File: src/hw/uie_pkg.sv
// Package for the serial enable and interrupt logic: register map, field positions, reset values.
// Assumes a 32-bit Avalon-MM slave with waitrequest, word addressed by byte offset.
package uie_pkg;
   // ==========================================
   // Register offsets (byte addresses)
   localparam logic [7:0] UIE_OFF_CTRL = 8'h00;
   localparam logic [7:0] UIE_OFF_FLAGS = 8'h04;
   localparam logic [7:0] UIE_OFF_TXBUF = 8'h08;
   localparam logic [7:0] UIE_OFF_RXBUF = 8'h0c;
   localparam logic [7:0] UIE_OFF_ACK = 8'h10;
   // ==========================================
   // Control register fields
   localparam int UIE_CTRL_SOFT_RESET_BIT = 0;
   localparam int UIE_CTRL_RXEN = 1;
   localparam int UIE_CTRL_TXEN = 2;
   localparam int UIE_CTRL_RXIE = 3;
   localparam int UIE_CTRL_TXIE = 4;
   localparam int UIE_CTRL_RXEIE = 5;
   localparam int UIE_CTRL_RXWIE = 6;
   localparam int UIE_CTRL_RXSE = 7;
   // ==========================================
   // Flags register fields
   localparam int UIE_FLG_RXPEND = 0;
   localparam int UIE_FLG_TXRDY = 1;
   localparam int UIE_FLG_TXBUSY = 2;
   localparam int UIE_FLG_TXFULL = 3;
   localparam int UIE_FLG_RXBUSY = 4;
   // Acknowledge register fields (write one to acknowledge service start)
   localparam int UIE_ACK_RX = 0;
   localparam int UIE_ACK_TX = 1;
   // ==========================================
   // Reset values
   localparam logic UIE_SOFT_RESET_BIT_RST = 1'b1;
   localparam logic [31:0] UIE_UNMAPPED_RD = 32'h0000_0000;
endpackage : uie_pkg

File: src/hw/uie_core.sv
// Enable and interrupt logic of an asynchronous serial transceiver.
// Assumes the shifter core supplies character events and a start-detect level on core_clk.
//
// Notes on behaviour
// - Receive pending, receive and transmit irq enables clear on reset and during soft reset.
// - Transmit buffer ready sets on reset and while soft reset applied or removed.
// - Receive and transmit enable bits clear only on power-up reset.
// - Receiver and transmitter run independently on one shared baud rate.
// - Receive disable finishes current character, else stops; start detection also stops.
// - Transmit disable still sends shift register and holding buffer contents.
// - Disabled idle transmitter: buffer writes update content but start nothing.
// - Setting transmit enable loads held character into shifter immediately.
// - Error characters leave receive pending unchanged unless error irq enabled.
// - Wake enable zero: every character sets pending; one: only addresses.
// - Receive pending clears on buffer read or service with start-edge enable zero.
// - Receive request only when pending flag and receive irq enable set.
// - Start-detect not readable; clearing start-edge enable clears and blocks it.
// - Buffer ready sets when buffer free; clears on service start or write.
// - Transmit request needs ready flag, transmit irq enable and global enable.
// - Transmit irq enable only gates the request, never the ready flag.
// - Separate receive and transmit interrupt request outputs.
// - Soft reset holds state and flags; set after power-up until cleared.
`timescale 1ns/1ps
module uie_core (
   input wire logic core_clk,
   input wire logic reset,
   // Avalon-MM slave
   input wire logic [7:0] avs_address,
   input wire logic avs_read,
   input wire logic avs_write,
   input wire logic [31:0] avs_writedata,
   output logic [31:0] avs_readdata,
   output logic avs_waitrequest,
   // Processor side
   input wire logic global_irq_enable,
   output logic rx_irq_req,
   output logic tx_irq_req,
   output logic rx_start_irq_req,
   // Shifter core side
   input wire logic baud_tick,
   input wire logic rx_start_seen,
   input wire logic rx_char_done,
   input wire logic [7:0] rx_char_data,
   input wire logic rx_char_error,
   input wire logic rx_char_addr,
   input wire logic tx_shift_done,
   output logic rx_run,
   output logic rx_start_detect_en,
   output logic tx_load,
   output logic [7:0] tx_shift_data,
   output logic soft_reset_out
);

   // ==========================================
   // Register state
   logic soft_reset_bit_r;
   logic rx_enable_bit_r;
   logic tx_enable_bit_r;
   logic rx_irq_enable_r;
   logic tx_irq_enable_r;
   logic rx_error_irq_enable_r;
   logic rx_wake_irq_enable_r;
   logic rx_start_edge_enable_r;
   logic rx_pending_flag_r;
   logic tx_buffer_ready_flag_r;
   logic [7:0] tx_holding_buffer_r;
   logic [7:0] rx_holding_buffer_r;
   logic tx_full_r;
   logic tx_busy_r;
   logic rx_busy_r;
   logic rx_start_detect_r;
   logic ack_pend_r;
   logic soft_reset_q_r;
   logic tx_commit_r;

   // ==========================================
   // Bus decode
   logic acc;
   logic wr_ctrl;
   logic wr_txbuf;
   logic rd_rxbuf;
   logic wr_ack;
   logic tx_move;
   logic rx_take;
   logic rx_sets;
   logic rx_start_ok;
   logic rx_idle_en;

   function automatic logic hit(input logic [7:0] a, input logic [7:0] off);
      hit = (a == off);
   endfunction : hit

   // One wait state: request is taken on the edge where waitrequest is low
   assign acc = (avs_read | avs_write) & ~avs_waitrequest;
   assign wr_ctrl = acc & avs_write & hit(avs_address, uie_pkg::UIE_OFF_CTRL);
   assign wr_txbuf = acc & avs_write & hit(avs_address, uie_pkg::UIE_OFF_TXBUF);
   assign rd_rxbuf = acc & avs_read & hit(avs_address, uie_pkg::UIE_OFF_RXBUF);
   assign wr_ack = acc & avs_write & hit(avs_address, uie_pkg::UIE_OFF_ACK);

   always_ff @(posedge core_clk or posedge reset) begin
      if (reset) begin
         avs_waitrequest <= 1'b1;
      end else if ((avs_read | avs_write) & avs_waitrequest) begin
         avs_waitrequest <= 1'b0;
      end else begin
         avs_waitrequest <= 1'b1;
      end
   end

   always_ff @(posedge core_clk or posedge reset) begin
      if (reset) begin
         avs_readdata <= uie_pkg::UIE_UNMAPPED_RD;
      end else if ((avs_read & avs_waitrequest)) begin
         if (hit(avs_address, uie_pkg::UIE_OFF_CTRL)) begin
            avs_readdata <= {24'h00_0000, rx_start_edge_enable_r, rx_wake_irq_enable_r, rx_error_irq_enable_r,
                             tx_irq_enable_r, rx_irq_enable_r, tx_enable_bit_r, rx_enable_bit_r, soft_reset_bit_r};
         end else if (hit(avs_address, uie_pkg::UIE_OFF_FLAGS)) begin
            // Start-detect is deliberately absent here
            avs_readdata <= {27'h000_0000, rx_busy_r, tx_full_r, tx_busy_r, tx_buffer_ready_flag_r,
                             rx_pending_flag_r};
         end else if (hit(avs_address, uie_pkg::UIE_OFF_TXBUF)) begin
            avs_readdata <= {24'h00_0000, tx_holding_buffer_r};
         end else if (hit(avs_address, uie_pkg::UIE_OFF_RXBUF)) begin
            avs_readdata <= {24'h00_0000, rx_holding_buffer_r};
         end else begin
            avs_readdata <= uie_pkg::UIE_UNMAPPED_RD;
         end
      end
   end

   // ==========================================
   // Control register
   always_ff @(posedge core_clk or posedge reset) begin
      if (reset) begin
         soft_reset_bit_r <= uie_pkg::UIE_SOFT_RESET_BIT_RST;
         rx_enable_bit_r <= 1'b0;
         tx_enable_bit_r <= 1'b0;
         rx_error_irq_enable_r <= 1'b0;
         rx_wake_irq_enable_r <= 1'b0;
         rx_start_edge_enable_r <= 1'b0;
      end else if (wr_ctrl) begin
         soft_reset_bit_r <= avs_writedata[uie_pkg::UIE_CTRL_SOFT_RESET_BIT];
         rx_enable_bit_r <= avs_writedata[uie_pkg::UIE_CTRL_RXEN];
         tx_enable_bit_r <= avs_writedata[uie_pkg::UIE_CTRL_TXEN];
         rx_error_irq_enable_r <= avs_writedata[uie_pkg::UIE_CTRL_RXEIE];
         rx_wake_irq_enable_r <= avs_writedata[uie_pkg::UIE_CTRL_RXWIE];
         rx_start_edge_enable_r <= avs_writedata[uie_pkg::UIE_CTRL_RXSE];
      end
   end

   // Receive and transmit interrupt enables are held clear during soft reset
   always_ff @(posedge core_clk or posedge reset) begin
      if (reset) begin
         rx_irq_enable_r <= 1'b0;
         tx_irq_enable_r <= 1'b0;
      end else if (soft_reset_bit_r) begin
         rx_irq_enable_r <= 1'b0;
         tx_irq_enable_r <= 1'b0;
      end else if (wr_ctrl) begin
         rx_irq_enable_r <= avs_writedata[uie_pkg::UIE_CTRL_RXIE];
         tx_irq_enable_r <= avs_writedata[uie_pkg::UIE_CTRL_TXIE];
      end
   end

   // ==========================================
   // Transmit side
   // Holding buffer moves to the shifter when the shifter is free and the transmitter enabled or the character owed to the line
   assign tx_move = ~soft_reset_bit_r & tx_full_r & ~tx_busy_r & (tx_enable_bit_r | tx_commit_r);

   // A character written while enabled is owed to the line even if the enable drops first.
   // Writes while disabled only replace the content of such a character, or start nothing.
   always_ff @(posedge core_clk or posedge reset) begin
      if (reset) begin
         tx_commit_r <= 1'b0;
      end else if (soft_reset_bit_r) begin
         tx_commit_r <= 1'b0;
      end else if (wr_txbuf & tx_enable_bit_r) begin
         tx_commit_r <= 1'b1;
      end else if (tx_move) begin
         tx_commit_r <= 1'b0;
      end
   end

   always_ff @(posedge core_clk or posedge reset) begin
      if (reset) begin
         tx_holding_buffer_r <= 8'h00;
      end else if (wr_txbuf) begin
         tx_holding_buffer_r <= avs_writedata[7:0];
      end
   end

   always_ff @(posedge core_clk or posedge reset) begin
      if (reset) begin
         tx_full_r <= 1'b0;
      end else if (soft_reset_bit_r) begin
         tx_full_r <= 1'b0;
      end else if (wr_txbuf) begin
         tx_full_r <= 1'b1;
      end else if (tx_move) begin
         tx_full_r <= 1'b0;
      end
   end

   // Busy ends only when the shifter reports done or on soft reset, whatever the enable does
   always_ff @(posedge core_clk or posedge reset) begin
      if (reset) begin
         tx_busy_r <= 1'b0;
      end else if (soft_reset_bit_r) begin
         tx_busy_r <= 1'b0;
      end else if (tx_move) begin
         tx_busy_r <= 1'b1;
      end else if (tx_shift_done) begin
         tx_busy_r <= 1'b0;
      end
   end

   always_ff @(posedge core_clk or posedge reset) begin
      if (reset) begin
         tx_load <= 1'b0;
         tx_shift_data <= 8'h00;
      end else begin
         tx_load <= tx_move;
         if (tx_move) begin
            tx_shift_data <= tx_holding_buffer_r;
         end
      end
   end

   // Ready flag: set on reset and whole soft reset, set when buffer empties
   always_ff @(posedge core_clk or posedge reset) begin
      if (reset) begin
         tx_buffer_ready_flag_r <= 1'b1;
      end else if (soft_reset_bit_r) begin
         tx_buffer_ready_flag_r <= 1'b1;
      end else if (tx_move) begin
         tx_buffer_ready_flag_r <= 1'b1;
      end else if (wr_txbuf | (wr_ack & avs_writedata[uie_pkg::UIE_ACK_TX])) begin
         tx_buffer_ready_flag_r <= 1'b0;
      end
   end

   // ==========================================
   // Receive side
   always_ff @(posedge core_clk or posedge reset) begin
      if (reset) begin
         rx_busy_r <= 1'b0;
      end else if (soft_reset_bit_r) begin
         rx_busy_r <= 1'b0;
      end else if (rx_start_ok) begin
         rx_busy_r <= 1'b1;
      end else if (rx_char_done) begin
         rx_busy_r <= 1'b0;
      end
   end

   // Character in flight is finished even after the enable drops
   assign rx_take = rx_char_done & rx_busy_r & ~soft_reset_bit_r;
   assign rx_sets = rx_take & (~rx_char_error | rx_error_irq_enable_r)
                    & (~rx_wake_irq_enable_r | rx_char_addr);

   // A start edge counts only for an enabled, idle receiver
   assign rx_start_ok = rx_start_seen & rx_enable_bit_r & ~rx_busy_r;
   // Detection stays off until the shifter has left its stretched reset
   assign rx_idle_en = rx_enable_bit_r & ~soft_reset_bit_r & ~soft_reset_q_r & ~rx_busy_r;

   always_ff @(posedge core_clk or posedge reset) begin
      if (reset) begin
         rx_holding_buffer_r <= 8'h00;
      end else if (rx_take & (~rx_wake_irq_enable_r | rx_char_addr)) begin
         rx_holding_buffer_r <= rx_char_data;
      end
   end

   always_ff @(posedge core_clk or posedge reset) begin
      if (reset) begin
         ack_pend_r <= 1'b0;
      end else begin
         ack_pend_r <= wr_ack & avs_writedata[uie_pkg::UIE_ACK_RX] & ~rx_start_edge_enable_r;
      end
   end

   // Set wins over a same-cycle clear
   always_ff @(posedge core_clk or posedge reset) begin
      if (reset) begin
         rx_pending_flag_r <= 1'b0;
      end else if (soft_reset_bit_r) begin
         rx_pending_flag_r <= 1'b0;
      end else if (rx_sets) begin
         rx_pending_flag_r <= 1'b1;
      end else if (rd_rxbuf | ack_pend_r) begin
         rx_pending_flag_r <= 1'b0;
      end
   end

   always_ff @(posedge core_clk or posedge reset) begin
      if (reset) begin
         rx_start_detect_r <= 1'b0;
      end else if (soft_reset_bit_r | ~rx_start_edge_enable_r) begin
         rx_start_detect_r <= 1'b0;
      end else if (rx_start_ok) begin
         rx_start_detect_r <= 1'b1;
      end
   end

   // ==========================================
   // Request outputs
   always_ff @(posedge core_clk or posedge reset) begin
      if (reset) begin
         rx_irq_req <= 1'b0;
         tx_irq_req <= 1'b0;
         rx_start_irq_req <= 1'b0;
      end else begin
         rx_irq_req <= rx_pending_flag_r & rx_irq_enable_r;
         tx_irq_req <= tx_buffer_ready_flag_r & tx_irq_enable_r & global_irq_enable;
         rx_start_irq_req <= rx_start_detect_r & global_irq_enable;
      end
   end

   // Receiver controls to the shifter
   always_ff @(posedge core_clk or posedge reset) begin
      if (reset) begin
         rx_run <= 1'b0;
         rx_start_detect_en <= 1'b0;
      end else begin
         rx_run <= rx_busy_r | (rx_enable_bit_r & ~soft_reset_bit_r);
         rx_start_detect_en <= rx_idle_en & baud_tick |
                               rx_idle_en;
      end
   end

   // Soft reset to the shifter is stretched by one cycle on release
   always_ff @(posedge core_clk or posedge reset) begin
      if (reset) begin
         soft_reset_q_r <= 1'b1;
         soft_reset_out <= 1'b1;
      end else begin
         soft_reset_q_r <= soft_reset_bit_r;
         soft_reset_out <= soft_reset_q_r | soft_reset_bit_r;
      end
   end

endmodule : uie_core

File: config.mk
export PLATFORM = sky130hd
export DESIGN_NAME = uie_core
export DESIGN_NICKNAME = d
export VERILOG_FILES = /design/src/hw/uie_pkg.sv /design/src/hw/uie_core.sv
export SDC_FILE = /design/constraint.sdc
export NUM_CORES = 1
export LEC_CHECK = 0
export BUFFER_PORTS_ARGS = -buffer_cell sky130_fd_sc_hd__buf_2
export CORE_MARGIN = 2
export CORE_UTILIZATION = 48
export CTS_CLUSTER_SIZE = 20
export DETAILED_ROUTE_END_ITERATION = 16
export PLACE_DENSITY = 0.8
export SYNTH_ARGS = -nofsm -noshare
export SYNTH_HDL_FRONTEND = slang
export SYNTH_SLANG_ARGS = --single-unit
File: constraint.sdc
create_clock -name core_clk -period 2.1 [get_ports core_clk]
set_input_delay 0.525 -clock core_clk [delete_from_list [all_inputs] [get_ports core_clk]]
set_output_delay 0.525 -clock core_clk [all_outputs]
set_load 0.03 [all_outputs]
==> results of run 1 <==
power breakdown:
part	total, mW	switching, mW	internal [mW]
Clock	0.900	0.413	0.487
Sequential	1.22	0.0451	1.18
Combinational	0.284	0.169	0.115
area by class of cell:
class | instances | area share (%)
Clock inverter | 3 | 0.482
Sequential cell | 57 | 46.0
Inverter | 4 | 0.482
Tap cell | 70 | 2.81
Multi-Input combinational cell | 124 | 32.0
Timing Repair Buffer | 72 | 13.2
Clock buffer | 13 | 5.10
cell usage after synthesis:
cell type | n | area share [%]
a21oi_1 | 4 | 0.78
a22o_1 | 8 | 2.7
a311o_1 | 1 | 0.39
a31oi_1 | 1 | 0.24
a32o_1 | 1 | 0.39
a32oi_1 | 1 | 0.34
and2_1 | 2 | 0.49
and3_1 | 1 | 0.24
buf_4 | 25 | 7.3
clkbuf_1 | 4 | 0.59
conb_1 | 1 | 0.15
dfrtp_1 | 52 | 51
dfstp_2 | 5 | 5.1
inv_1 | 4 | 0.59
mux2_2 | 24 | 11
mux2_4 | 6 | 3.5
mux2i_1 | 3 | 1.2
mux4_2 | 5 | 4.4
nand2_1 | 8 | 1.2
nand2b_1 | 2 | 0.49
nand3_1 | 7 | 1.4
nand4_1 | 2 | 0.49
nor2_1 | 5 | 0.73
nor2b_1 | 2 | 0.49
nor3_1 | 1 | 0.20
nor3_2 | 2 | 0.78
nor3b_1 | 2 | 0.59
nor4_2 | 1 | 0.49
nor4b_2 | 1 | 0.59
nor4bb_1 | 1 | 0.39
o211ai_1 | 1 | 0.29
o21ai_0 | 5 | 0.98
or2_2 | 1 | 0.24
or4_4 | 1 | 0.44
or4b_1 | 1 | 0.39
cells in the final DEF, fill, tap and decap left out, types with 5 or more instances in the layout:
master | synthesis | routed
conb_1 | 1 | 24
dfstp_2 | 5 | 5
buf_2 | 0 | 57
buf_4 | 25 | 14
nand3_1 | 7 | 7
dfrtp_1 | 52 | 52
a22o_1 | 8 | 8
mux4_2 | 5 | 5
o21ai_0 | 5 | 5
clkbuf_8 | 0 | 11
mux2_4 | 6 | 6
mux2_2 | 24 | 24
nor2_1 | 5 | 5
nand2_1 | 8 | 8
state kept, by name (all words and copies together) (netlist names), 8 cells and up:
register	count
avs_readdata	8
tx_shift_data	8
rx_holding_buffer_r	8
tx_holding_buffer_r	8
through the flow:
step	util [%]	power (mW)	instance area [sq um]	hold WS [ns]
2_1_floorplan	-	1.46	2650	0.386
3_3_place_gp	57.2	1.52	2940	0.473
3_5_place_dp	57.2	1.53	2940	0.487
4_1_cts	60.6	2.43	3120	0.180
5_1_grt	60.6	2.50	3120	0.199
6_report	60.6	2.41	3120	0.177
kinds of logic (layout without fill, tap and decap cells):
| logic type | Yosys count | count (layout) | synth area share [%] |
|---|---|---|---|
| multiplexers | 38 | 38 | 19.6 |
| flip-flops | 57 | 57 | 56.0 |
| other | 1 | 24 | 0.146 |
| buffers and inverters | 33 | 92 | 8.50 |
| AO/OA/AOI/OAI | 22 | 22 | 6.16 |
| AND/OR/NAND/NOR | 40 | 40 | 9.58 |
per-layer routing:
layer / vias to the layer above / global-route usage [%] / wire length, microns
met5: - / 0 / 0
met4: 0 / 7.14 / 50
met3: 6 / 4.71 / 288
met2: 55 / 31.8 / 2660
met1: 810 / 24.5 / 2190
li1: 796 / - / -
worst min path at each step:
stage	cells after the start	end	start
floorplan	0	soft_reset_q_r	soft_reset_bit_r
global placement	1	rx_start_irq_req	rx_start_detect_r
detailed placement	1	avs_readdata[1]	avs_readdata[1]
CTS	2	tx_shift_data[1]	reset
global route	2	tx_shift_data[1]	reset
finish	2	tx_load	reset
==> run_results.csv, run 1 <==
group,metric,value,unit
status,outcome,"complete, no violations",
critical_path,startpoint_type,"primary input",
detailed_routing,drc,0,
detailed_routing,drt_iter0_markers,52,
grt,overflow,0,
grt,track_usage,19.1,%
detailed_routing,viasPerCell,4.86,
clock_tree,cts_setup_buffers,0,
critical_path,crit_start,"avs_address[1]",
critical_path,crit_type,"primary input to flop",
timing,finalHoldViolCount,0,
flow_run,cap_violations,0,
synthesis,ys_types,35,
detailed_routing,dr.pass1.iters,5,
critical_path,arrival,2.14,ns
timing,totalNegativeSetupSlack,0,ns
final_layout,multiInputGateArea,996,sq um
synthesis,synth-seq-area-share,56.0,%
place,port_buffers,57,
critical_path,r2r_slack,0.32,ns
final_layout,antenna-diode-count,0,
critical_path,cpMaxStageDelayCell,"or4_4",
pwr,cellPowerDensity,772,mW/mm^2
clock_tree,cts_tree,"built",
critical_path,regToRegEndpoint,"rx_error_irq_enable_r",
synthesis,netlist_area,0.00256,sq mm
critical_path,crit_family,"simple AND/OR/NAND/NOR gates",
place,place.gp.congestion,0.793,
critical_path,path_depth,5,
floorplanning,std_cell_rows,26,
grt,antenna_found_initial,0,
critical_path,rr_worst_depth,4,
critical_path,crit_path_end,"rx_error_irq_enable_r",
place,dp_worst_setup_slack,-0.166,ns
clock_tree,clk_path_buf_depth,2,
floorplanning,io_pins,107,
grt,grt_max_degree,42,
critical_path,cp_max_fo,8,
critical_path,worstPathRequired,2.31,ns
clock_tree,clkTransAtPathRegs,0.06,ns
timing,clock_skew,0.00465,ns
synthesis,yosysWarnings,0,
clock_tree,htreeDepth,3,
final_layout,instances_no_fill,343,
place,dp.cells,327,
critical_path,path_buf_inv,2,
grt,grt_first_pass_wirelength,8600,microns
synthesis,synth_seq_cells,57,
critical_path,path_cells,"buf_2 > or4_4 > or4b_1 > buf_4 > mux2_4",
critical_path,cp-end-kind,"flop",
place,dp_hpwl,3880,microns
floorplanning,die_w,77.0,microns
floorplanning,core_region_area,0.00514,sq mm
final_layout,drive_above_1_share,48.7,%
clock_tree,ctsHoldBuffers,0,
timing,maxSlewViolCount,0,
timing,rsz0062_at_grt,"no",
synthesis,syn_inst,191,
clock_tree,numCtsBuffers,9,
timing,period_needed,1.93,ns
timing,setup_viol,0,
floorplanning,start_util,49.8,%
synthesis,syn_avg_cell_area,13.4,sq um
final_layout,nets,327,
final_layout,fillCellCount,430,
final_layout,area_growth_syn_to_layout,21.7,%
clock_tree,root_buffer,"clkbuf_8",
timing,fmax,0.517,GHz
timing,post-route-period-util,92.0,%
grt,grt_pass1_vias,1754,
final_layout,final-seq-area,0.00143,sq mm
min_path,hp-class,"primary input to asynchronous set/reset pin",
clock_tree,ctsResizeCount,0,
floorplanning,dieArea,0.00593,sq mm
clock_tree,clk_latency,0.33,ns
pwr,leakage,1.66,nW
critical_path,r2r_start,"avs_waitrequest",
detailed_routing,routed-via-count,1667,
timing,setup_slack,0.167,ns
detailed_routing,wl_per_cell,15.1,microns
clock_tree,cts_sinks,57,
detailed_routing,drt_wl_total,5180,microns
detailed_routing,ant_nets,0,
pwr,ir_drop,0.646,mV
floorplanning,dieHeight,77.0,microns
critical_path,slowest_delay,0.52,ns
No activity file was read; power rests on OpenSTA's default activity.
==> run 2: changes to the inputs <==
- CORE_UTILIZATION: 48 -> 51
- HOLD_SLACK_MARGIN: default -> 0.1
- PLACE_DENSITY: 0.8 -> 0.84
- clock period: 2.1 -> 2.41 ns (I/O delays scaled with it)
==> run_results.csv, run 2 (same netlist as run 1, synthesis figures left out) <==
group,metric,value,unit
status,outcome,"complete, no violations",
critical_path,cp-end-kind,"flop",
timing,maxSlewViolCount,0,
flow_run,cap_violations,0,
clock_tree,cts_tree,"built",
clock_tree,ctsHoldBuffers,0,
floorplanning,dieArea,0.00560,sq mm
timing,post-route-period-util,82.4,%
critical_path,path_cells,"buf_2 > or4_4 > or4b_1 > buf_4 > mux2_4",
timing,clock_skew,0.00754,ns
final_layout,fillCellCount,417,
grt,grt_max_degree,38,
detailed_routing,drt_iter0_markers,48,
detailed_routing,dr.pass1.iters,4,
clock_tree,numCtsBuffers,9,
clock_tree,clk_path_buf_depth,2,
clock_tree,clkTransAtPathRegs,0.06,ns
timing,period_needed,1.99,ns
timing,finalHoldViolCount,0,
final_layout,layout_commonest_cell,"buf_2",
critical_path,worstPathRequired,2.63,ns
timing,worstMarginPinSlew,0.642,ns
grt,track_usage,21.0,%
critical_path,startpoint_type,"primary input",
grt,antenna_found_initial,0,
place,placed_cell_area,0.00291,sq mm
timing,totalNegativeSetupSlack,0,ns
floorplanning,start_util,53.5,%
pwr,ir_drop,0.552,mV
detailed_routing,drc,0,
floorplanning,std_cell_rows,25,
final_layout,final_cell_mix,"57 x buf_2, 52 x dfrtp_1, 24 x mux2_2, 24 x conb_1, 12 x clkbuf_8",
grt,grt_first_pass_wirelength,8350,microns
final_layout,final-seq-area,0.00143,sq mm
clock_tree,root_buffer,"clkbuf_8",
detailed_routing,wl_per_cell,15.1,microns
clock_tree,htreeDepth,3,
detailed_routing,viasPerCell,4.98,
final_layout,antenna-diode-count,0,
floorplanning,dieHeight,74.9,microns
clock_tree,ctsResizeCount,0,
clock_tree,cts_setup_buffers,0,
floorplanning,die_w,74.9,microns
min_path,hp-class,"primary input to asynchronous set/reset pin",
timing,setup_viol,0,
critical_path,slowest_delay,0.53,ns
floorplanning,core_region_area,0.00479,sq mm
final_layout,design_area,0.00309,sq mm
final_layout,nets,323,
grt,grt_pass1_vias,1726,
detailed_routing,drt_wl_total,5040,microns
final_layout,area_growth_syn_to_layout,20.6,%
timing,fmax,0.504,GHz
final_layout,multiInputGateArea,996,sq um
detailed_routing,ant_nets,0,
pwr,leakage,1.65,nW
pwr,cellPowerDensity,681,mW/mm^2
grt,overflow,0,
critical_path,crit_type,"primary input to flop",
place,port_buffers,57,
detailed_routing,routed-via-count,1668,
critical_path,cp_max_fo,8,
floorplanning,io_pins,107,
timing,slew_headroom,57.0,%
place,dp_hpwl,3790,microns
critical_path,cpMaxStageDelayCell,"or4_4",
timing,rsz0062_at_grt,"no",
clock_tree,clk_latency,0.34,ns
clock_tree,cts_sinks,57,
critical_path,arrival,2.21,ns
place,place.gp.congestion,0.874,
final_layout,drive_above_1_share,48.5,%
[run 2: cell count changes in the layout (fill, tap and decap cells not counted), sizes merged]
cell and delta:
buf -4, clkbuf -1
[run 2: area by class of cell]
class                   count  share of cell area (%)
clock buffers              12                    5.35
clock inverters             3                   0.486
inverters                   4                   0.486
multi-input cells         124                    32.3
flip-flops and latches     57                    46.4
well taps                  67                    2.71
repair buffers             68                    12.3
[run 2: path summary, 6_finish.rpt]
| path | start | end | slack (ns) | cells past startpoint |
|---|---|---|---|---|
| max in group asynchronous | reset | avs_waitrequest | 1.55 | 3 |
| setup / recovery | avs_address[1] | rx_start_edge_enable_r | 0.42 | 5 |
| hold reg to reg | rx_start_detect_r | rx_start_irq_req | 0.49 | 1 |
| min in group core_clk | avs_write | avs_waitrequest | 0.45 | 2 |
| setup reg to reg | avs_waitrequest | rx_start_edge_enable_r | 0.69 | 4 |
| hold / removal | reset | rx_busy_r | 0.26 | 2 |
[run 2: metal layers]
metal,up-vias,track usage (%),routed length (microns)
met3,9,8.70,325
met2,62,32.5,2420
li1,793,-,-
met4,0,7.74,98
met1,804,26.6,2200
met5,-,0,0
[run 2: worst max-delay path, delay by kind of cell]
family / cells / cell delay, ns
buffers and inverters: 2 / 0.29
AND/OR/NAND/NOR: 2 / 1.00
multiplexers: 1 / 0.30
[run 2: power breakdown]
part / switching [mW] / total (mW) / internal [mW]
sequential: 0.0410 / 1.07 / 1.03
clock: 0.347 / 0.792 / 0.445
combinational: 0.145 / 0.244 / 0.0994
total: 0.532 / 2.10 / 1.57
[run 2: per-stage QoR]
step | power (mW) | hold slack [ns] | worst slack, ns | util [%] | instances
3_3_place_gp | 1.32 | 0.470 | 0.0865 | 60.8 | 320
3_5_place_dp | 1.33 | 0.478 | 0.0761 | 60.8 | 320
6_report | 2.10 | 0.264 | 0.425 | 64.5 | 335
2_1_floorplan | 1.27 | 0.386 | 0.204 | - | 214
4_1_cts | 2.13 | 0.261 | 0.436 | 64.5 | 335
5_1_grt | 2.20 | 0.279 | 0.351 | 64.5 | 335
